--- src/hw/hbms_consts.svh ---
// Constants of the hub boot and mode sequencer
`ifndef HBMS_CONSTS_SVH
`define HBMS_CONSTS_SVH

// Widths
`define HBMS_NGPIO 8
`define HBMS_NPORT 6
`define HBMS_NSTAGE 11

// Register offsets on the configuration write port
`define HBMS_REG_GPIO_DIR 8'h10
`define HBMS_REG_GPIO_LVL 8'h11
`define HBMS_REG_GPIO_PEN 8'h12
`define HBMS_REG_CHG_PORTS 8'h13
`define HBMS_REG_FINISH 8'hFF

// Signature probe in external flash
`define HBMS_SIG_ADDR 16'hFFFA
`define HBMS_EXEC_ADDR 16'h0000
`define HBMS_SIG_LEN 2'h3
`define HBMS_SIG_WORD 32'h32444655

// Internal ROM defaults
`define HBMS_DEF_GPIO_DIR 8'h00
`define HBMS_DEF_GPIO_LVL 8'h00
`define HBMS_DEF_GPIO_PEN 8'h00
`define HBMS_DEF_CHG_PORTS 6'h00

// Charge port masks per strap class
`define HBMS_CHG_P1 6'h01
`define HBMS_CHG_P12 6'h03
`define HBMS_CHG_P123 6'h07
`define HBMS_CHG_P1234 6'h0F
`define HBMS_CHG_ALL 6'h3F

// Cycles after release before straps are trusted
`define HBMS_INIT_WAIT 2'h3

`endif

--- src/hw/hbms_pkg.sv ---
// Types of the hub boot and mode sequencer
`include "hbms_consts.svh"
package hbms_pkg;

  // Boot stages, one-hot
  typedef enum logic [10:0] {
    HBMS_INIT     = 11'h001,
    HBMS_SPI_SIG  = 11'h002,
    HBMS_EXT_ROM  = 11'h004,
    HBMS_CFG_RD   = 11'h008,
    HBMS_STRAP    = 11'h010,
    HBMS_SOC_CFG  = 11'h020,
    HBMS_OTP_CFG  = 11'h040,
    HBMS_IDLE     = 11'h080,
    HBMS_CHG_DET  = 11'h100,
    HBMS_CONNECT  = 11'h200,
    HBMS_NORMAL   = 11'h400
  } hbms_stage_t;

  // Resistor class sensed on a six-level strap
  typedef enum logic [2:0] {
    HBMS_R200K_DN = 3'h0,
    HBMS_R200K_UP = 3'h1,
    HBMS_R10K_DN  = 3'h2,
    HBMS_R10K_UP  = 3'h3,
    HBMS_R10_DN   = 3'h4,
    HBMS_R10_UP   = 3'h5
  } hbms_strap_t;

  // Configuration image
  typedef struct packed {
    logic [`HBMS_NPORT-1:0] chg_ports;
    logic [`HBMS_NGPIO-1:0] gpio_dir;
    logic [`HBMS_NGPIO-1:0] gpio_lvl;
    logic [`HBMS_NGPIO-1:0] gpio_pen;
  } hbms_cfg_t;

  // One register write
  typedef struct packed {
    logic valid;
    logic [7:0] addr;
    logic [7:0] data;
  } hbms_wr_t;

  // GPIO pin drive
  typedef struct packed {
    logic [`HBMS_NGPIO-1:0] o;
    logic [`HBMS_NGPIO-1:0] oe;
    logic [`HBMS_NGPIO-1:0] pu;
    logic [`HBMS_NGPIO-1:0] pd;
  } hbms_gpio_t;

endpackage : hbms_pkg

--- src/hw/hbms_seq.sv ---
// Hub boot and mode sequencer top
// Summary of operation
// - Charge strap class selects six charging sets
// - GPIO is input with pull, or output
// - GPIO changeable at runtime by SMBus/controller
// - Reset low: standby, pins high impedance
// - Reset high: hub runs its boot stages
// - Standby drops all state and disables ports
// - Release: reset, PLL lock, probe, then defaults
// - Signature at FFFA enables external ROM
// - No signature or no SPI strap: default load
// - SPI ROM single/dual bit, mode 0/3
// - Load defaults, then apply strap overrides
// - Slave option plus pull-ups enter SOC stage
// - SOC stage waits forever, no timeout
// - Merge defaults, SOC data and OTP data
// - Idle, suspend without bus power or connect
// - Bus power: charger detect if charging, else connect
// - Connect after detect, hold while bus power
// - Normal mode until system changes mode
// - Straps latched once, on leaving init after the wait and PLL lock
// - Slave option strap selects SMBus slave
`timescale 1ns/1ns
`include "hbms_consts.svh"
module hbms_seq (
  // Clock and chip reset pin
  input wire logic sys_clk,
  input wire logic resetn,
  // Strap classes and strap levels, from pins
  input wire hbms_pkg::hbms_strap_t charge_port_strap,
  input wire hbms_pkg::hbms_strap_t cfg_strap,
  input wire logic spi_mode_strap,
  input wire logic spi_dual_strap,
  input wire logic spi_mode3_strap,
  // Pull-up sense on the SMBus pins, from pins
  input wire logic smb_serial_data_pin,
  input wire logic smb_serial_clock_pin,
  // Bus power and PLL lock, from pins
  input wire logic vbus_pin,
  input wire logic pll_lock,
  // Same-clock requests from the hub core
  input wire logic connect_req,
  input wire logic host_configured,
  input wire logic chg_det_done,
  // Register writes from SMBus slave and feature controller
  input wire hbms_pkg::hbms_wr_t smb_wr,
  input wire hbms_pkg::hbms_wr_t hfc_wr,
  // One-time-programmable image and field use bits
  input wire hbms_pkg::hbms_cfg_t otp_cfg,
  input wire logic [3:0] otp_use,
  // SPI flash read port
  output logic spi_rd_req,
  output logic [15:0] spi_rd_addr,
  input wire logic spi_rd_ack,
  input wire logic [7:0] spi_rd_data,
  output logic spi_dual_en,
  output logic spi_mode3_en,
  // Execution source
  output logic rom_ext_en,
  output logic [15:0] exec_addr,
  // Stage and mode status
  output hbms_pkg::hbms_stage_t stage,
  output logic pll_run,
  output logic smb_slave_en,
  output logic suspend,
  output logic hub_connect,
  output logic [5:0] port_en,
  output hbms_pkg::hbms_cfg_t cfg,
  // GPIO pin drive
  output hbms_pkg::hbms_gpio_t gpio
);
  import hbms_pkg::*;

  // Pin inputs pass two flops before any use
  logic [12:0] pin_raw;
  logic [12:0] pin_s;
  assign pin_raw = {charge_port_strap, cfg_strap, spi_mode_strap,
                    spi_dual_strap, spi_mode3_strap,
                    smb_serial_data_pin, smb_serial_clock_pin,
                    vbus_pin, pll_lock};

  hbms_sync #(.W(13)) u_sync (
    .sys_clk(sys_clk),
    .resetn(resetn),
    .d(pin_raw),
    .q(pin_s)
  );

  logic [2:0] chg_strap_s;
  logic [2:0] cfg_strap_s;
  logic spi_mode_s;
  logic spi_dual_s;
  logic spi_mode3_s;
  logic sda_pu_s;
  logic scl_pu_s;
  logic vbus_s;
  logic lock_s;
  assign {chg_strap_s, cfg_strap_s, spi_mode_s, spi_dual_s, spi_mode3_s,
          sda_pu_s, scl_pu_s, vbus_s, lock_s} = pin_s;

  // State
  hbms_stage_t stage_r;
  hbms_stage_t stage_nxt;
  logic [1:0] init_cnt_r;
  logic [1:0] sig_idx_r;
  logic [2:0] chg_latch_r;
  logic slave_setup_option_r;
  logic spi_mode_latch_r;
  hbms_cfg_t cfg_r;
  logic [3:0] soc_mask_r;
  logic spi_rd_req_r;
  logic [15:0] spi_rd_addr_r;
  logic spi_dual_r;
  logic spi_mode3_r;
  logic rom_ext_r;
  logic [15:0] exec_addr_r;
  logic pll_run_r;
  logic suspend_r;
  logic hub_connect_r;
  logic [5:0] port_en_r;
  hbms_gpio_t gpio_r;

  // Strap class to charging port set
  logic [5:0] chg_decoded;
  assign chg_decoded =
    (chg_latch_r == HBMS_R200K_UP) ? `HBMS_CHG_P1 :
    (chg_latch_r == HBMS_R10K_DN) ? `HBMS_CHG_P12 :
    (chg_latch_r == HBMS_R10K_UP) ? `HBMS_CHG_P123 :
    (chg_latch_r == HBMS_R10_DN) ? `HBMS_CHG_P1234 :
    (chg_latch_r == HBMS_R10_UP) ? `HBMS_CHG_ALL : `HBMS_DEF_CHG_PORTS;

  // Signature byte expected at the current probe index
  logic [7:0] sig_byte;
  logic sig_match;
  logic sig_last;
  assign sig_byte = 8'(`HBMS_SIG_WORD >> {~sig_idx_r, 3'h0});
  assign sig_match = spi_rd_ack && (spi_rd_data == sig_byte);
  assign sig_last = (sig_idx_r == `HBMS_SIG_LEN);

  // Write acceptance: SMBus in SOC stage or normal, controller in normal
  logic in_soc;
  logic in_run;
  logic smb_ok;
  logic hfc_ok;
  hbms_wr_t wr;
  assign in_soc = (stage_r == HBMS_SOC_CFG);
  assign in_run = (stage_r == HBMS_NORMAL);
  assign smb_ok = smb_wr.valid && (in_soc || in_run);
  assign hfc_ok = hfc_wr.valid && in_run;
  assign wr = smb_ok ? smb_wr : (hfc_ok ? hfc_wr : '0);

  // Only an SMBus write to FF in the SOC stage ends it
  logic finish_wr;
  assign finish_wr = in_soc && smb_ok && (smb_wr.addr == `HBMS_REG_FINISH);

  logic bc_on;
  logic pull_ups;
  assign bc_on = |cfg_r.chg_ports;
  assign pull_ups = sda_pu_s && scl_pu_s;

  // Stage transitions
  always_comb begin
    stage_nxt = stage_r;
    unique case (stage_r)
      HBMS_INIT: begin
        if (init_cnt_r == `HBMS_INIT_WAIT && lock_s) begin
          stage_nxt = spi_mode_s ? HBMS_SPI_SIG : HBMS_CFG_RD;
        end
      end
      HBMS_SPI_SIG: begin
        if (spi_rd_ack) begin
          if (!sig_match) begin
            stage_nxt = HBMS_CFG_RD;
          end else if (sig_last) begin
            stage_nxt = HBMS_EXT_ROM;
          end
        end
      end
      HBMS_EXT_ROM: stage_nxt = HBMS_EXT_ROM;
      HBMS_CFG_RD: stage_nxt = HBMS_STRAP;
      HBMS_STRAP: begin
        stage_nxt = (slave_setup_option_r && pull_ups) ?
                    HBMS_SOC_CFG : HBMS_OTP_CFG;
      end
      HBMS_SOC_CFG: begin
        if (finish_wr) begin
          stage_nxt = HBMS_OTP_CFG;
        end
      end
      HBMS_OTP_CFG: stage_nxt = HBMS_IDLE;
      HBMS_IDLE: begin
        if (vbus_s) begin
          stage_nxt = bc_on ? HBMS_CHG_DET : HBMS_CONNECT;
        end
      end
      HBMS_CHG_DET: begin
        if (chg_det_done) begin
          stage_nxt = HBMS_CONNECT;
        end
      end
      HBMS_CONNECT: begin
        if (!vbus_s) begin
          stage_nxt = HBMS_IDLE;
        end else if (host_configured) begin
          stage_nxt = HBMS_NORMAL;
        end
      end
      HBMS_NORMAL: begin
        if (!vbus_s) begin
          stage_nxt = HBMS_IDLE;
        end
      end
      default: stage_nxt = HBMS_INIT;
    endcase
  end

  // Stage register; reset puts everything back to standby
  always_ff @(posedge sys_clk or negedge resetn) begin
    if (!resetn) begin
      stage_r <= HBMS_INIT;
      init_cnt_r <= 2'h0;
    end else begin
      stage_r <= stage_nxt;
      if (stage_r == HBMS_INIT && init_cnt_r != `HBMS_INIT_WAIT) begin
        init_cnt_r <= init_cnt_r + 2'h1;
      end
    end
  end

  // Straps are caught once, clocked, after synchronisers settle
  logic strap_take;
  assign strap_take = (stage_r == HBMS_INIT) && (stage_nxt != HBMS_INIT);
  always_ff @(posedge sys_clk or negedge resetn) begin
    if (!resetn) begin
      chg_latch_r <= 3'h0;
      slave_setup_option_r <= 1'b0;
      spi_mode_latch_r <= 1'b0;
      spi_dual_r <= 1'b0;
      spi_mode3_r <= 1'b0;
    end else if (strap_take) begin
      chg_latch_r <= chg_strap_s;
      slave_setup_option_r <= (cfg_strap_s == HBMS_R200K_UP);
      spi_mode_latch_r <= spi_mode_s;
      spi_dual_r <= spi_dual_s;
      spi_mode3_r <= spi_mode3_s;
    end
  end

  // Signature probe reads four bytes from the top of flash
  always_ff @(posedge sys_clk or negedge resetn) begin
    if (!resetn) begin
      spi_rd_req_r <= 1'b0;
      spi_rd_addr_r <= `HBMS_SIG_ADDR;
      sig_idx_r <= 2'h0;
      rom_ext_r <= 1'b0;
      exec_addr_r <= `HBMS_EXEC_ADDR;
    end else begin
      spi_rd_req_r <= (stage_nxt == HBMS_SPI_SIG);
      if (stage_r == HBMS_SPI_SIG && sig_match && !sig_last) begin
        sig_idx_r <= sig_idx_r + 2'h1;
        spi_rd_addr_r <= spi_rd_addr_r + 16'h0001;
      end
      if (stage_nxt == HBMS_EXT_ROM) begin
        rom_ext_r <= spi_mode_latch_r;
        exec_addr_r <= `HBMS_EXEC_ADDR;
      end
    end
  end

  // Configuration image: defaults, straps, SOC and runtime writes, OTP
  always_ff @(posedge sys_clk or negedge resetn) begin
    if (!resetn) begin
      cfg_r <= '0;
      soc_mask_r <= 4'h0;
    end else if (stage_r == HBMS_CFG_RD) begin
      cfg_r.gpio_dir <= `HBMS_DEF_GPIO_DIR;
      cfg_r.gpio_lvl <= `HBMS_DEF_GPIO_LVL;
      cfg_r.gpio_pen <= `HBMS_DEF_GPIO_PEN;
      cfg_r.chg_ports <= chg_decoded;
    end else if (stage_r == HBMS_OTP_CFG) begin
      // SOC writes outrank OTP; OTP outranks defaults
      if (!soc_mask_r[0] && otp_use[0]) cfg_r.gpio_dir <= otp_cfg.gpio_dir;
      if (!soc_mask_r[1] && otp_use[1]) cfg_r.gpio_lvl <= otp_cfg.gpio_lvl;
      if (!soc_mask_r[2] && otp_use[2]) cfg_r.gpio_pen <= otp_cfg.gpio_pen;
      if (!soc_mask_r[3] && otp_use[3]) begin
        cfg_r.chg_ports <= otp_cfg.chg_ports;
      end
    end else if (wr.valid) begin
      unique case (wr.addr)
        `HBMS_REG_GPIO_DIR: begin
          cfg_r.gpio_dir <= wr.data;
          soc_mask_r[0] <= in_soc;
        end
        `HBMS_REG_GPIO_LVL: begin
          cfg_r.gpio_lvl <= wr.data;
          soc_mask_r[1] <= in_soc;
        end
        `HBMS_REG_GPIO_PEN: begin
          cfg_r.gpio_pen <= wr.data;
          soc_mask_r[2] <= in_soc;
        end
        `HBMS_REG_CHG_PORTS: begin
          cfg_r.chg_ports <= wr.data[5:0];
          soc_mask_r[3] <= in_soc;
        end
        default: ; // Unmapped offsets and FF store nothing
      endcase
    end
  end

  // GPIO drive; pulls act only on inputs
  hbms_gpio_t gpio_nxt;
  logic gpio_live;
  assign gpio_live = (stage_r == HBMS_IDLE) || (stage_r == HBMS_CHG_DET)
                     || (stage_r == HBMS_CONNECT) || in_run;
  assign gpio_nxt.oe = gpio_live ? cfg_r.gpio_dir : '0;
  assign gpio_nxt.o = cfg_r.gpio_lvl;
  assign gpio_nxt.pu = gpio_live ?
    (~cfg_r.gpio_dir & cfg_r.gpio_pen & cfg_r.gpio_lvl) : '0;
  assign gpio_nxt.pd = gpio_live ?
    (~cfg_r.gpio_dir & cfg_r.gpio_pen & ~cfg_r.gpio_lvl) : '0;

  // Mode outputs; ports stay off until connect
  always_ff @(posedge sys_clk or negedge resetn) begin
    if (!resetn) begin
      pll_run_r <= 1'b0;
      suspend_r <= 1'b0;
      hub_connect_r <= 1'b0;
      port_en_r <= 6'h00;
      gpio_r <= '0;
    end else begin
      pll_run_r <= 1'b1;
      suspend_r <= (stage_r == HBMS_IDLE) && !vbus_s && !connect_req;
      hub_connect_r <= (stage_r == HBMS_CONNECT && vbus_s) || in_run;
      port_en_r <= (in_run || stage_r == HBMS_CONNECT) ? 6'h3F : 6'h00;
      gpio_r <= gpio_nxt;
    end
  end

  // Outputs straight from flops
  assign stage = stage_r;
  assign spi_rd_req = spi_rd_req_r;
  assign spi_rd_addr = spi_rd_addr_r;
  assign spi_dual_en = spi_dual_r;
  assign spi_mode3_en = spi_mode3_r;
  assign rom_ext_en = rom_ext_r;
  assign exec_addr = exec_addr_r;
  assign pll_run = pll_run_r;
  assign smb_slave_en = slave_setup_option_r;
  assign suspend = suspend_r;
  assign hub_connect = hub_connect_r;
  assign port_en = port_en_r;
  assign cfg = cfg_r;
  assign gpio = gpio_r;

endmodule : hbms_seq

--- src/hw/hbms_sync.sv ---
// Two-flop level synchroniser for pin inputs
`timescale 1ns/1ns
module hbms_sync #(
  parameter int W = 1
) (
  // Clock and reset
  input wire logic sys_clk,
  input wire logic resetn,
  // Asynchronous levels in, synchronised levels out
  input wire logic [W-1:0] d,
  output logic [W-1:0] q
);

  logic [W-1:0] meta_r;

  // First stage feeds only the second
  always_ff @(posedge sys_clk or negedge resetn) begin
    if (!resetn) begin
      meta_r <= '0;
      q <= '0;
    end else begin
      meta_r <= d;
      q <= meta_r;
    end
  end

endmodule : hbms_sync

--- config.mk ---
export PLATFORM = sky130hd
export DESIGN_NAME = hbms_seq
export DESIGN_NICKNAME = d
export VERILOG_FILES = /design/src/hw/hbms_pkg.sv /design/src/hw/hbms_seq.sv /design/src/hw/hbms_sync.sv
export VERILOG_INCLUDE_DIRS = /design/src /design/src/hw
export SDC_FILE = /design/constraint.sdc
export NUM_CORES = 1
export LEC_CHECK = 0
export ABC_AREA = 1
export BUFFER_PORTS_ARGS = -buffer_cell sky130_fd_sc_hd__clkbuf_2
export CAP_MARGIN = 15
export CORE_MARGIN = 2
export CORE_UTILIZATION = 51
export DETAILED_ROUTE_END_ITERATION = 7
export MAX_ROUTING_LAYER = met4
export PLACE_DENSITY_LB_ADDON = 0.1
export SYNTH_ARGS = -nofsm -noshare
export SYNTH_HDL_FRONTEND = slang
export SYNTH_SLANG_ARGS = --single-unit
--- constraint.sdc ---
create_clock -name sys_clk -period 2.1 [get_ports sys_clk]
set_input_delay 0.21 -clock sys_clk [delete_from_list [all_inputs] [get_ports sys_clk]]
set_output_delay 0.21 -clock sys_clk [all_outputs]
set_load 0.03 [all_outputs]
Yosys cells after proc, flatten, opt, wreduce, memory -nomap -nowiden
Index checks and enable logic that the tools add are counted.
- bits in registers: 141
- bits of input ports: 95
- output and inout port bits: 119
- logic and storage cells: 156
- add/subtract/negate cells: 3
- equality and inequality tests: 33
- shifts and indexed selects: 1
- multiplexer cells: 36
- bitwise logic cells: 8
- reduce and logical (&&, ||, !) cells: 46
- operators by type and width (operator ; count):
    $pmux W11 S11 ; 1
    $mux W11 ; 10
    $mux W30 ; 3
    $mux W8 ; 9
    $mux W6 ; 8
    $mux W17 ; 2
    $eq A8 B5 Y1 const B ; 4
    $shr A30 B5 Y8 const A ; 1
    $and A8 B8 Y8 ; 3
    $eq A11 B2 Y1 const B ; 2
    $eq A11 B3 Y1 const B ; 2
    $logic_and A1 B1 Y1 ; 19
    $add A16 B1 Y16 const B ; 1
    $not A8 Y8 ; 2
    $reduce_and A4 Y1 ; 4
    $reduce_bool A3 Y1 ; 5
    $ne A3 B2 Y1 const B ; 4
    $reduce_and A3 Y1 ; 4
    $eq A11 B1 Y1 const B ; 1
    $eq A11 B10 Y1 const B ; 1
    $eq A11 B11 Y1 const B ; 1
    $eq A11 B4 Y1 const B ; 1
    $eq A11 B5 Y1 const B ; 1
    $eq A11 B6 Y1 const B ; 1
    other kinds (20) ; 37

Logic depth before layout (Yosys ltp)
- depth after elaboration: 9
- gate-level depth with buffers: 15
- gate-level depth less buffers: 15

Hierarchy
A second synthesis with hierarchy kept.
- cell total of the unflattened synthesis: 744
- area, all modules: 6438.7 um2
- by module, submodules not included (module ; instances ; cells an instance ; area an instance (um2) ; sequential area each (um2)):
    hbms_seq ; 1 ; 718 ; 5788.1 ; 2771.4
    hbms_sync ; 1 ; 26 ; 650.6 ; 650.6

Least setup slack after synthesis
No wires, ideal clock.
- path type: register to register
- start: register stage_r[5], in the netlist stage[5]
- end: register cfg_r (netlist bit cfg[28])
- library setup time: 118 ps
- data arrival time: 1778 ps
- data required time: 1982 ps
- slack: 204 ps
- stages on the path, launching flop included: 15
- path buffers: 0
- clock period less this slack: 1896 ps
- path through: dfrtp_1 > nor2_1 > nand2_2 > nor2_4 > nand2_4 > nand2_4 > nand2_4 > nand2_2 > nand2_4 > inv_4 > nand3_2 > nand2_2 > nand2_2 > nand2_1 > nand2_1
- longest elaborated chain between the ends: 8
- elaborated cells between the ends (all ways): 18
- classes of those cells: 6 x eq/ne; 6 x mux; 6 x reduce/logical
- RTL lines (item ; line ; text):
    start: declaration ; hbms_seq.sv:102 ; hbms_stage_t stage_r;
    start signal: assignment ; hbms_seq.sv:223 ; stage_r <= stage_nxt;
    parallel branches: the longest is 8 deep, another holds $mux W17 ; -- ;
    end: declaration ; hbms_seq.sv:109 ; hbms_cfg_t cfg_r;
Parallel ways; which one is timed is not known. The select of a mux whose other input is x is not followed.
A chain may end at the register's enable or synchronous reset.

Final worst setup path
- start: register stage_r[7], in the netlist stage[7]
- end: register cfg_r (netlist bit cfg[13])
- longest elaborated chain between the ends: 8
- elaborated cells between the ends (all ways): 18
- classes of those cells: 6 x eq/ne; 6 x mux; 6 x reduce/logical
- RTL lines (item):
    parallel branches: the longest is 8 deep, another holds $mux W17
Parallel ways; which one is timed is not known. The select of a mux whose other input is x is not followed.

==> summary.md <==
| Metric | Value |
|---|---|
| DRT Pass-1 Iters | `7` |
| Largest net degree at the start of global routing | `51` |
| Power density cells | `1090 nW/µm²` |
| R2r startpoint | `stage[7]$_DFF_PN0_` |
| Setup TNS | `0 ns` |
| Skew final | `0.00642 ns` |
| CTS sink cnt | `136` |
| Top-area cell type share of the netlist area | `46.3%` |
| Final min period | `2.01 ns` |
| Fin. max-slew vios | `0` |
| Xor/xnor share of the synthesized area | `2.41%` |
| YS warnings | `0` |
| Area of placed instances | `7690 µm²` |
| Number of global-route vias before repair | `roughly 5500` |
| Reg2Reg Depth | `12` |
| Crit-path max FO | `13` |
| Vias/cell | `4.93` |
| Outcome | `completed` |
| Worst path cell trace | `nor2_2 > nand2_2 > nor2_4 > nand2_4 > nand2_4 > nand2_8 > or2_1 > nand2_1 > nand2_1 > nand3b_1 > nand2_1 > inv_1` |
| Period utilisation layout | `95.9%` |
| GRT Total Usage | `26.8%` |
| Critical path type | `flip-flop to flip-flop` |
| Worst setup EP type | `flip-flop` |
| Gate Count Post-Synth | `756` |
| Antenna-violating nets left | `0` |
| Yosys top cell by area | `dfrtp_1` |
| Hold Path Depth | `3` |
| TritonCTS clock tree | `yes` |
| First-pass GRT wire length | `27.0 mm` |
| FP Rows | `41` |
| Hold_ws | `0.123 ns` |
| Share of cells above drive strength 1 | `33.6%` |
| Routed vias | `between 5000 and 6000` |
| Clock Tree Root | `clkbuf_16` |
| FF-to-FF End | `cfg[13]$_DFFE_PN0P_` |
| Endpoints failing hold | `0` |
| # port buffers | `197` |
| Netlist cell types | `43` |
| Yosys reg bits | `136` |
| Antenna diodes | `0` |
| Sequential-to-total area share from yosys stat | `a little over half` |
| Critical Path Most Common Cell | `nand2_1` |
| Final net count | `1095` |
| Core Util, Final | `69.4%` |
| Iter 0 DRT Violations | `a little over 400` |
| I/O Pins | `214` |
| Largest cells by area after synthesis | `dfrtp_1 (46%), nand2_1 (11%), inv_1 (6.1%)` |
| WL/cell | `14.9 µm` |
| Maxcap violations | `0` |
| H-Tree Depth | `4` |
| Worst setup SP type | `flip-flop` |
| Hold Path Sink | `cfg[6]$_DFFE_PN0P_` |
| Core footprint | `between 10000 and 15000 µm²` |
| Reg2Reg Setup Slack | `0.09 ns` |
| Worst path slowest cell | `dfrtp_1` |
| Fin cells | `1181` |
| Max Clk Rate | `roughly 500 MHz` |
| Worst Tran Pin Value | `0.506 ns` |
| Post-synthesis compound-gate area fraction | `5.61%` |
| Final wirelength | `17.6 mm` |
| Latest clock arrival within the worst-skew pair | `between 0.4 and 0.5 ns` |
| Synthesized area | `6540 µm²` |
| Worst hold-check path type | `primary input to flip-flop` |
| Leak Pwr | `4.71 nW` |
| Placed cell count | `1117` |
| Design area | `8720 µm²` |
| Req. time, crit path | `2.41 ns` |
| GRT overflow | `0` |
| Synth Area in Adders | `0.766%` |
| Largest family of logic cells by synthesized area | `simple AND/OR/NAND/NOR gates` |
| Starting density of the core | `roughly half` |
| Hold wc startpoint | `otp_cfg[6]` |
| Synth Area in Simple Gates | `approximately 28%` |
| CTS Buf Count | `17` |
| RSZ-0062 raised after global routing | `yes` |
| Routability Congestion | `0.966` |
| Critical path data arrival time | `2.33 ns` |
| Maximum VDD drop | `0.625 mV` |
| Crit-path max cell delay | `0.42 ns` |
| Post-route DRC violation count | `0` |
| Slew headroom | `66.0%` |
| Layout area overhead | `33.4%` |
| Syn_area_per_cell | `about 8.6 µm²` |
| Antenna violations before repair | `0` |
| Area of the die | `between 10000 and 15000 µm²` |
| Clk pin slew, worst setup/hold paths | `0.06 ns` |
| Final setup vio count | `0` |
| Die span in x | `117 µm` |
| DIE HEIGHT | `117 µm` |
| Hpwl dp | `between 10 and 15 mm` |
| Post-synthesis mux area share | `0.172%` |
| CTS Buffer Depth | `2` |
-- through the flow --
| step | power, mW | setup slack (ns) |
|---|---|---|
| 3_5_place_dp | 6.59 | -0.0439 |
| 6_report | 9.49 | 0.0862 |
| 4_1_cts | 9.48 | 0.00135 |
| 3_3_place_gp | 6.53 | 0.0385 |
| 2_1_floorplan | 5.66 | 0.204 |
| 5_1_grt | 10.0 | -0.0206 |
-- area by class of cell --
| class | count | area (µm²) |
|---|---|---|
| fill | 1055 | 3850 |
| sequential | 136 | 3420 |
| multi-input combinational | 483 | 2630 |
| timing repair buffer | 242 | 1440 |
| inverter | 115 | 445 |
| clock buffer | 19 | 443 |
| tap | 172 | 215 |
| clock inverter | 13 | 120 |
| timing repair inverter | 1 | 7.51 |
-- critical path, delay by kind of cell, from the launching register on --
family | cells | cell delay [ns]
DFF | 1 | 0.42
buffers and inverters | 1 | 0.04
and+or+nand+nor | 11 | 1.46
-- what timing repair did --
item / CTS / global route
pin swaps: 3 / 14
gates cloned: 0 / 2
buffers inserted: 2 / 11
setup endpoints to repair: 16 / 57
hold buffers: 17 / 0
endpoints found under the hold margin: 59 / 0
gates resized for setup: 1 / 37
-- cell families (layout without fill, tap and decap cells) --
kind of cell | after synthesis | count (layout)
AOI/OAI and AO/OA | 63 | 63
buffers and inverters | 152 | 390
other | 2 | 17
adders and majority gates | 4 | 4
DFF | 136 | 136
xor gates and xnor gates | 18 | 18
and+or+nand+nor | 380 | 380
muxes | 1 | 1
-- cells in the mapped netlist (all sizes together) --
cell type	instances
nor4	8
clkinv	1
o32ai	1
o41ai	1
or2	5
o21bai	1
mux2	1
xnor2	11
buf	32
nand4	12
dfrtp	121
o21ai	37
nor3	11
a21boi	7
clkbuf	5
a21oi	8
xor2	7
o211ai	3
inv	114
nand3b	5
o22ai	4
nand3	63
conb	2
dfstp	15
nor2	71
o2111ai	1
ha	4
nand2	205
-- power by group --
part	switching, mW	internal (mW)	leakage [nW]	total, mW
logic	2.24	0.895	2.77	3.14
clock network	1.16	1.67	0.270	2.83
registers	0.390	3.14	1.67	3.53
total	3.80	5.70	4.71	9.49
-- cell usage in the layout, fill, tap and decap left out, drive strengths merged, types with 3 or more instances in the layout --
cell / Yosys / layout
clkbuf: 5 / 216
nand2: 205 / 205
dfrtp: 121 / 121
inv: 114 / 117
nor2: 71 / 71
nand3: 63 / 63
o21ai: 37 / 37
buf: 32 / 28
conb: 2 / 17
dlygate4sd3: 0 / 17
dfstp: 15 / 15
nand4: 12 / 12
xnor2: 11 / 11
nor3: 11 / 11
a21oi: 8 / 8
nor4: 8 / 8
xor2: 7 / 7
a21boi: 7 / 7
clkinv: 1 / 6
nand3b: 5 / 5
clkinvlp: 0 / 5
or2: 5 / 5
o22ai: 4 / 4
ha: 4 / 4
o211ai: 3 / 3
-- state kept, by name, summed over array words and instances, names as in the netlist --
register	cells
chg_latch_r	3
cfg	30
soc_mask_r	4
spi_mode_latch_r	1
u_sync.q	13
spi_mode3_en	1
gpio	32
spi_rd_req	1
port_en	1
suspend	1
sig_idx_r	2
spi_dual_en	1
init_cnt_r	2
smb_slave_en	1
u_sync.meta_r	13
stage	11
spi_rd_addr	16
pll_run	1
hub_connect	1
rom_ext_en	1
-- worst max-delay path by stage --
| stage | cells after the start | to | slack, ns | start |
|---|---|---|---|---|
| final | 12 | cfg[13]$_DFFE_PN0P_ | 0.09 | stage[7]$_DFF_PN0_ |
| after global routing | 14 | cfg[28]$_DFFE_PN0P_ | -0.02 | stage[7]$_DFF_PN0_ |
| after CTS | 14 | cfg[28]$_DFFE_PN0P_ | 0.001 | stage[6]$_DFF_PN0_ |
| after detailed placement | 11 | spi_rd_addr[10]$_DFFE_PN1P_ | -0.04 | sig_idx_r[0]$_DFFE_PN0P_ |
| after global placement | 11 | spi_rd_addr[10]$_DFFE_PN1P_ | 0.04 | sig_idx_r[0]$_DFFE_PN0P_ |
| after floorplan | 14 | cfg[28]$_DFFE_PN0P_ | 0.20 | stage[5]$_DFF_PN0_ |
-- layer usage --
| metal | track usage, % | vias up | wire length, µm |
|---|---|---|---|
| li1 | - | 2824 | - |
| met1 | 31.3 | 2725 | 7090 |
| met4 | 12.1 | 0 | 493 |
| met3 | 5.56 | 39 | 1210 |
| met2 | 44.9 | 240 | 8850 |
| met5 | - | - | 0 |
(Power assumes the default switching activity.)
